**config.mk**
```make
export PLATFORM = sky130hd
export DESIGN_NAME = gpl_bank
export DESIGN_NICKNAME = d
export VERILOG_FILES = /design/src/rtl/gpl_pkg.sv /design/src/rtl/gpl_bank.sv
export SDC_FILE = /design/constraint.sdc
export NUM_CORES = 1
export LEC_CHECK = 0
export BUFFER_PORTS_ARGS = -buffer_cell sky130_fd_sc_hd__buf_2
export CELL_PAD_IN_SITES_DETAIL_PLACEMENT = 0
export CELL_PAD_IN_SITES_GLOBAL_PLACEMENT = 1
export CORE_MARGIN = 2
export CORE_UTILIZATION = 44
export DETAILED_ROUTE_END_ITERATION = 10
export MAX_ROUTING_LAYER = met4
export PLACE_DENSITY_LB_ADDON = 0.1
export SYNTH_ARGS = -nofsm -noshare
export SYNTH_HDL_FRONTEND = slang
export SYNTH_SLANG_ARGS = --single-unit
```
**constraint.sdc**
```tcl
create_clock -name mclk_i -period 3.15 [get_ports mclk_i]
set_clock_uncertainty 0.2 [all_clocks]
set_input_delay 0.1575 -clock mclk_i [delete_from_list [all_inputs] [get_ports mclk_i]]
set_output_delay 0.1575 -clock mclk_i [all_outputs]
set_load 0.02 [all_outputs]
```
**src/rtl/gpl_pkg.sv**
```systemverilog
/*
 * gpl_pkg: constants for the low pin bank configuration block.
 * Assumes a 32-bit classic Wishbone register bus with byte addresses.
 */
package gpl_pkg;
    localparam int          GPL_PINS          = 8;
    localparam int          GPL_ADDR_W        = 12;
    // register byte offsets
    localparam logic [11:0] GPL_CFG_OFF       = 12'h028;
    localparam logic [11:0] GPL_WAKE_OFF      = 12'h100;
    localparam logic [11:0] GPL_ISTAT_OFF     = 12'h104;
    localparam logic [11:0] GPL_IMASK_OFF     = 12'h108;
    localparam logic [11:0] GPL_CTRL_OFF      = 12'h10C;
    // field positions inside the configuration word
    localparam int          GPL_VAL_LSB       = 0;
    localparam int          GPL_DIR_LSB       = 8;
    localparam int          GPL_DRV_LSB       = 16;
    localparam int          GPL_FSEL_LSB      = 24;
    // status / mask word: interrupt events low byte, wake events next byte
    localparam int          GPL_IRQ_LSB       = 0;
    localparam int          GPL_WAKEV_LSB     = 8;
    // control word bit
    localparam int          GPL_MIRROR_BIT    = 0;
    // reset values
    localparam logic [7:0]  GPL_FSEL_RST      = 8'hFF;
    localparam logic [7:0]  GPL_DRV_RST       = 8'h00;
    localparam logic [7:0]  GPL_DIR_RST       = 8'h00;
    localparam logic [7:0]  GPL_VAL_RST       = 8'h00;
    localparam logic [7:0]  GPL_WAKE_RST      = 8'h00;
    localparam logic [15:0] GPL_STAT_RST      = 16'h0000;
    localparam logic [15:0] GPL_MASK_RST      = 16'h0000;
endpackage

```
**src/rtl/gpl_bank.sv**
```systemverilog
/*
 * gpl_bank: low bank of eight general purpose pins with a Wishbone slave,
 * pin edge events, wake qualification and one level interrupt.
 * Assumes pins are asynchronous to mclk_i; the pad resolves o/oe into a wire,
 * and the MII side provides the mirror signals and the mode select strap.
 */
// The Wishbone interface to the registers is this design's own decision.
`timescale 1ns/1ps

module gpl_bank
    import gpl_pkg::*;
#(
    parameter int N = GPL_PINS
) (
    input  wire logic            mclk_i,
    input  wire logic            rst_n_i,
    // classic wishbone slave
    input  wire logic            wb_cyc_i,
    input  wire logic            wb_stb_i,
    input  wire logic            wb_we_i,
    input  wire logic [11:0]     wb_adr_i,
    input  wire logic [3:0]      wb_sel_i,
    input  wire logic [31:0]     wb_dat_i,
    output logic      [31:0]     wb_dat_o,
    output logic                 wb_ack_o,
    output logic                 wb_err_o,
    // pins
    input  wire logic [N-1:0]    pin_i,
    output logic      [N-1:0]    pin_o,
    output logic      [N-1:0]    pin_oe_o,
    // surroundings
    input  wire logic            ext_mii_mode_i,
    input  wire logic [N-1:0]    mii_mirror_i,
    output logic                 irq_o,
    output logic                 wake_o
);

    typedef struct packed {
        logic [N-1:0]  fsel;
        logic [N-1:0]  drv;
        logic [N-1:0]  dir;
        logic [N-1:0]  val;
        logic [N-1:0]  wake_en;
        logic [15:0]   stat;
        logic [15:0]   mask;
        logic          mirror;
        logic [N-1:0]  s1;
        logic [N-1:0]  s2;
        logic [N-1:0]  s3;
        logic [N-1:0]  lvl;
        logic          mii1;
        logic          mii2;
        logic          mii3;
        logic          mii;
        logic [31:0]   rdata;
        logic          ack;
        logic          err;
        logic [N-1:0]  po;
        logic [N-1:0]  poe;
        logic          irq;
        logic          wake;
    } gpl_state_t;

    gpl_state_t st;
    gpl_state_t next_st;

    // byte-lane merge of a write into an 8-bit field at a byte boundary
    function automatic logic [7:0] lane(input logic [7:0] old, input logic [31:0] d,
                                        input logic [3:0] sel, input int lsb);
        lane = sel[lsb/8] ? d[lsb +: 8] : old;
    endfunction

    logic          hit;
    logic          wr;
    logic [N-1:0]  rise;
    logic [N-1:0]  ev_irq;
    logic [N-1:0]  ev_wake;
    logic [15:0]   ev_all;
    logic [15:0]   w1c;
    logic [N-1:0]  gp_out;
    logic [N-1:0]  mir_out;
    logic [N-1:0]  drive_val;

    always_comb begin
        next_st = st;
        // pins pass three flops; a level change counts once stages 2 and 3 agree
        next_st.s1 = pin_i;
        next_st.s2 = st.s1;
        next_st.s3 = st.s2;
        for (int i = 0; i < N; i++) begin
            if (st.s2[i] == st.s3[i]) begin
                next_st.lvl[i] = st.s3[i];
            end
        end
        next_st.mii1 = ext_mii_mode_i;
        next_st.mii2 = st.mii1;
        next_st.mii3 = st.mii2;
        if (st.mii2 == st.mii3) begin
            next_st.mii = st.mii3;
        end

        // events: any filtered level change on a general purpose input while external mii mode is off
        rise    = next_st.lvl ^ st.lvl;
        ev_irq  = rise & ~st.dir & ~st.fsel & {N{~st.mii}};
        ev_wake = ev_irq & st.wake_en;
        ev_all  = 16'(ev_irq) | (16'(ev_wake) << GPL_WAKEV_LSB);

        hit = wb_cyc_i && wb_stb_i && !st.ack && !st.err;
        wr  = hit && wb_we_i;
        w1c = '0;
        next_st.ack   = 1'b0;
        next_st.err   = 1'b0;
        next_st.rdata = '0;
        if (hit) begin
            unique case (wb_adr_i)
                GPL_CFG_OFF: begin
                    next_st.ack = 1'b1;
                    if (wr) begin
                        next_st.fsel = lane(st.fsel, wb_dat_i, wb_sel_i, GPL_FSEL_LSB);
                        next_st.drv  = lane(st.drv, wb_dat_i, wb_sel_i, GPL_DRV_LSB);
                        next_st.dir  = lane(st.dir, wb_dat_i, wb_sel_i, GPL_DIR_LSB);
                        next_st.val  = lane(st.val, wb_dat_i, wb_sel_i, GPL_VAL_LSB);
                    end
                    // data field reads the pins, never the written value
                    next_st.rdata = {st.fsel, st.drv, st.dir, st.lvl};
                end
                GPL_WAKE_OFF: begin
                    next_st.ack = 1'b1;
                    if (wr) begin
                        next_st.wake_en = lane(st.wake_en, wb_dat_i, wb_sel_i, 0);
                    end
                    next_st.rdata = {24'h000000, st.wake_en};
                end
                GPL_ISTAT_OFF: begin
                    next_st.ack = 1'b1;
                    if (wr) begin
                        w1c = wb_dat_i[15:0] & {{8{wb_sel_i[1]}}, {8{wb_sel_i[0]}}};
                    end
                    next_st.rdata = {16'h0000, st.stat};
                end
                GPL_IMASK_OFF: begin
                    next_st.ack = 1'b1;
                    if (wr) begin
                        next_st.mask[7:0]  = lane(st.mask[7:0], wb_dat_i, wb_sel_i, 0);
                        next_st.mask[15:8] = lane(st.mask[15:8], wb_dat_i, wb_sel_i, 8);
                    end
                    next_st.rdata = {16'h0000, st.mask};
                end
                GPL_CTRL_OFF: begin
                    next_st.ack = 1'b1;
                    if (wr && wb_sel_i[0]) begin
                        next_st.mirror = wb_dat_i[GPL_MIRROR_BIT];
                    end
                    next_st.rdata = {30'h00000000, st.mii, st.mirror};
                end
                default: begin
                    next_st.err = 1'b1;
                end
            endcase
        end
        // a new event wins over a clear in the same cycle
        next_st.stat = (st.stat & ~w1c) | ev_all;
        next_st.irq  = |(next_st.stat[7:0] & next_st.mask[7:0]);
        next_st.wake = |(next_st.stat[15:8] & next_st.mask[15:8]);

        // pad drive
        gp_out    = st.dir & ~st.fsel;
        mir_out   = st.fsel & {N{st.mirror}};
        drive_val = (st.val & gp_out) | (mii_mirror_i & mir_out);
        for (int i = 0; i < N; i++) begin
            if (st.mii) begin
                next_st.poe[i] = 1'b0;
                next_st.po[i]  = 1'b0;
            end else if (gp_out[i] && !st.drv[i]) begin
                next_st.po[i]  = 1'b0;
                next_st.poe[i] = !st.val[i];
            end else begin
                next_st.po[i]  = drive_val[i];
                next_st.poe[i] = gp_out[i] | mir_out[i];
            end
        end
    end

    always_ff @(posedge mclk_i or negedge rst_n_i) begin
        if (!rst_n_i) begin
            st         <= '0;
            st.fsel    <= GPL_FSEL_RST;
            st.drv     <= GPL_DRV_RST;
            st.dir     <= GPL_DIR_RST;
            st.val     <= GPL_VAL_RST;
            st.wake_en <= GPL_WAKE_RST;
            st.stat    <= GPL_STAT_RST;
            st.mask    <= GPL_MASK_RST;
        end else begin
            st <= next_st;
        end
    end

    assign wb_dat_o = st.rdata;
    assign wb_ack_o = st.ack;
    assign wb_err_o = st.err;
    assign pin_o    = st.po;
    assign pin_oe_o = st.poe;
    assign irq_o    = st.irq;
    assign wake_o   = st.wake;
endmodule

```
# After elaboration in Yosys (flattened, before gate mapping)
# Index checks and enable logic that the tools add are counted.
# word_totals
ff_bits	161
in_bits	70
out_inout_bits	52
# op_classes
eq_ne	14
n_mux	53
n_bitwise	28
n_reduce_logical	40
# ops
operator	count
$pmux 33 s5	1
$and 8x8->8	10
$mux 16	5
$eq 12x9->1 const B	4
$mux 1	43
$mux 34	1
$and 16x16->16	2
$reduce_and 4->1	5
$logic_not 1->1	18
$mux 17	1
$mux 8	2
$not 16->16	1
$not 8->8	2
$or 16x16->16	1
$or 8x16->16	1
$reduce_or 8->1	2
$logic_and 1x1->1	13
$eq 12x6->1 const B	1
$eq 1x1->1	9
$or 1x1->1	8
$or 8x8->8	1
$xor 8x8->8	1
$reduce_or 5->1	1
$reduce_and 3->1	1
$not 1->1	1

# Longest topological paths before layout
# depth
word_depth	12
mapped_depth	9
mapped_depth_nobuf	6

# Least setup slack after synthesis
# Ideal clock, no wire load.
# synth_path
path_kind	register -> register
from	reg st, in the netlist wb_ack_o
to	reg st, in the netlist irq_o
setup_time_ns	0.138
arrival_ns	2.522
required_ns	2.812
slack_ns	0.289
stages_incl_launch_ff	9
path_buffers	2
synth_period_minus_slack_ns	2.861
path_cell_list	dfrtp_1 -> nor4bb_1 -> buf_2 -> nand3_1 -> or4_1 -> buf_2 -> nor3b_1 -> o32ai_1 -> or4_1
# synth_lines
item	line	text
start, declared	gpl_bank.sv:64	gpl_state_t st;
start signal, assigned	gpl_bank.sv:195	st <= next_st;

==> results.tsv <==
metric	value	unit
outcome	complete, no violations	
relSlewSlack	26.9	%
dp_slack	0.158	ns
hold_viol	0	
power_density	530	nW/µm²
critPathMaxFanout	8	
fillers	1291	
p_sw_share	20.8	%
grt_overflow_total	0	
placed_cells	864	
cp-end-kind	flip-flop	
avgViaCountPerCell	5.44	
combPwrFrac	5.4	%
yosysTopAreaCell	dfrtp_1	
start_util	45.1	%
first_iter_violations	289	
synth_edf_count	0	
hold_class	in2reg	
synthesis.nets	666	
grt_pass1_vias	5198	
required	3.25	ns
drtAntennaViolNets	0	
dp_hpwl	13100	µm
num_vias	5177	
rows	45	
p_int	0.00364	W
ys_warn_count	0	
cts_tree	yes	
netlist.area_leader.share	55.8	%
final.setup.worst_slack	0.226	ns
place_congestion	0.920	
grt_max_degree	77	
die_w	129	µm
cap_violations	0	
layout-drive-gt1-share	27.4	%
synthTopCellsByArea	dfrtp_1 (56%), buf_4 (5.3%), mux2_1 (4.1%), dfstp_2 (3.1%), nand2_1 (2.9%)	
fin_util	57.0	%
timing.final.crit_share	92.8	%
ios	122	
post-cts-setup-buffers	0	
nets	819	
final-instance-count-excl-fill	951	
wl_per_cell	19.6	µm
yosysUniqueCellTypes	44	
wirelength	18600	µm
numCtsBuffers	17	
clock-root-buffer	clkbuf_16	
start_kind	flip-flop	
p_switching	0.000955	W
syn2layout_area_growth	26.4	%
pwr-share-clk	48.3	%
die_h	129	µm
ff_latch_area	4040	µm²
p_total	0.00460	W
yosysSeqAreaShare	58.9	%
ir_drop	0.376	mV
clk_pin_slew	0.06	ns
grt_pass1_wl	28700	µm
drc	0	
grtUsageTotal	24.1	%
rsz0062_at_grt	no	
synth_flop_cell	dfrtp_1	
cts_sinks	161	
leakage	4.06	nW
cts.path.max_buffers	2	
post-synth-top-count-cell	dfrtp_1	
synthesis.instances	596	
coreArea	15200	µm²
synth_async_sr_flop_share	100	%
cp.arrival	3.03	ns
multi_input_area	2280	µm²
syn_area_per_cell	11.5	µm²
htreeDepth	4	
synth_area	6860	µm²
dr.pass1.iters	5	
port_buffers	121	
insertion_delay	0.43	ns
antenna_found_initial	1	
ys_seq_elements	161	
setup_violations	0	
min_period	2.92	ns
setup_tns	0	ns
tightest_slew	1.07	ns
path_class	reg2reg	
slew_violations	0	
clock.fmax	342	MHz
dieArea	16600	µm²
ys_top_cells_by_count	dfrtp_1 (153), nand2_1 (53), buf_4 (48), inv_1 (30), a21oi_1 (26)	
p_seq_share	46.4	%
final cells by class:
class | count | share of cell area [%]
Clock buffer | 21 | 5.19
Inverter | 30 | 1.30
Antenna cell | 1 | 0.0289
Tap cell | 188 | 2.71
Multi-Input combinational cell | 336 | 26.3
Timing Repair Buffer | 203 | 15.7
Clock inverter | 11 | 2.12
Sequential cell | 161 | 46.6
cells by family (layout without fill, tap and decap cells):
family / after synthesis / count (layout) / share of synthesized area (%)
AO/OA/AOI/OAI: 116 / 116 / 11.3
adder cells (fa/ha/maj): 8 / 8 / 1.17
buffers and inverters: 99 / 265 / 8.10
flip-flops: 161 / 161 / 58.9
multiplexers: 43 / 43 / 7.02
other: 0 / 1 / 0
AND/OR/NAND/NOR: 169 / 169 / 13.5
cells in the final DEF, fill, tap and decap left out, types with 4 or more instances in the layout:
cell             n
nand3_1          7
a22oi_1         18
o21ai_0         19
nor2b_1          9
a2111oi_0        9
maj3_1           8
a32oi_1          8
o32ai_1          4
clkinv_2         5
or3b_1           7
nor3_1          18
nor2_1          24
inv_1           30
mux2_1          25
nand2_1         53
a222oi_1         8
o21ai_1          9
and2_1          10
buf_4           28
dfstp_2          8
a211oi_1         8
o22ai_1          4
mux2_2          16
nand4_1         10
nand2b_1         5
a21oi_1         26
clkbuf_16       17
dlygate4sd3_1   54
buf_2          120
bufinv_16        5
nand3b_1         9
dfrtp_1        153
state kept, by name (all words and copies together), names as in the netlist:
name	flops
irq_o	1
next_st	18
pin_o	8
pin_oe_o	8
st	91
wake_o	1
wb_ack_o	1
wb_dat_o	32
wb_err_o	1
critical path, cell delays in order, from the launching register on:
cell and delay (ns):
dfrtp_1 0.41, nor4bb_4 0.42, nand3_4 0.09, or4_1 0.75, nor3b_1 0.32, o32ai_1 0.14
or4_1 0.47
power by group through the flow:
stage	registers, W	clock network [W]	logic (W)
after CTS	0.00213	0.00226	0.000249
final	0.00213	0.00222	0.000247
after global routing	0.00213	0.00236	0.000273
after detailed placement	0.00217	0	0.000196
after global placement	0.00216	0	0.000193
after floorplan	0.00216	0	0.0000655
timing repair:
item / 4_1_cts / 5_1_grt
hold endpoints to repair: 160 / 0
endpoints found under the setup margin: 0 / 1
hold buffers: 54 / 0
gates resized for setup: 0 / 1
path summary, 6_finish.rpt:
kind	startpoint	endpoint	slack [ns]	depth (start not counted)
worst max-delay path	wb_ack_o	irq_o	0.23	6
worst min-delay path	wb_adr_i[9]	wb_dat_o[16]	0.02	5
worst max register to register	wb_ack_o	irq_o	0.23	6
worst min register to register	next_st[75]	next_st[67]	0.15	0
max in group asynchronous	rst_n_i	st[160]	1.73	3
min in group asynchronous	rst_n_i	next_st[54]	0.10	2
per-layer routing:
| metal | part of all wire, % | wire length, µm | global-route usage, % | vias up |
|---|---|---|---|---|
| met3 | 4.5 | 835 | 4.78 | 27 |
| met1 | 46 | 8580 | 31.6 | 2588 |
| li1 | - | - | - | 2386 |
| met5 | 0 | 0 | - | - |
| met2 | 47 | 8730 | 36.7 | 176 |
| met4 | 2.4 | 455 | 10.5 | 0 |
through the flow:
stage                     hold slack [ns]  cell area (µm²)
final                              0.0232             8670
after CTS                          0.0133             8660
after floorplan                    -0.338             6860
after global placement             0.0266             7490
after detailed placement           0.0342             7490
after global routing               0.0341             8670
Power figures use the tool's default switching activity.
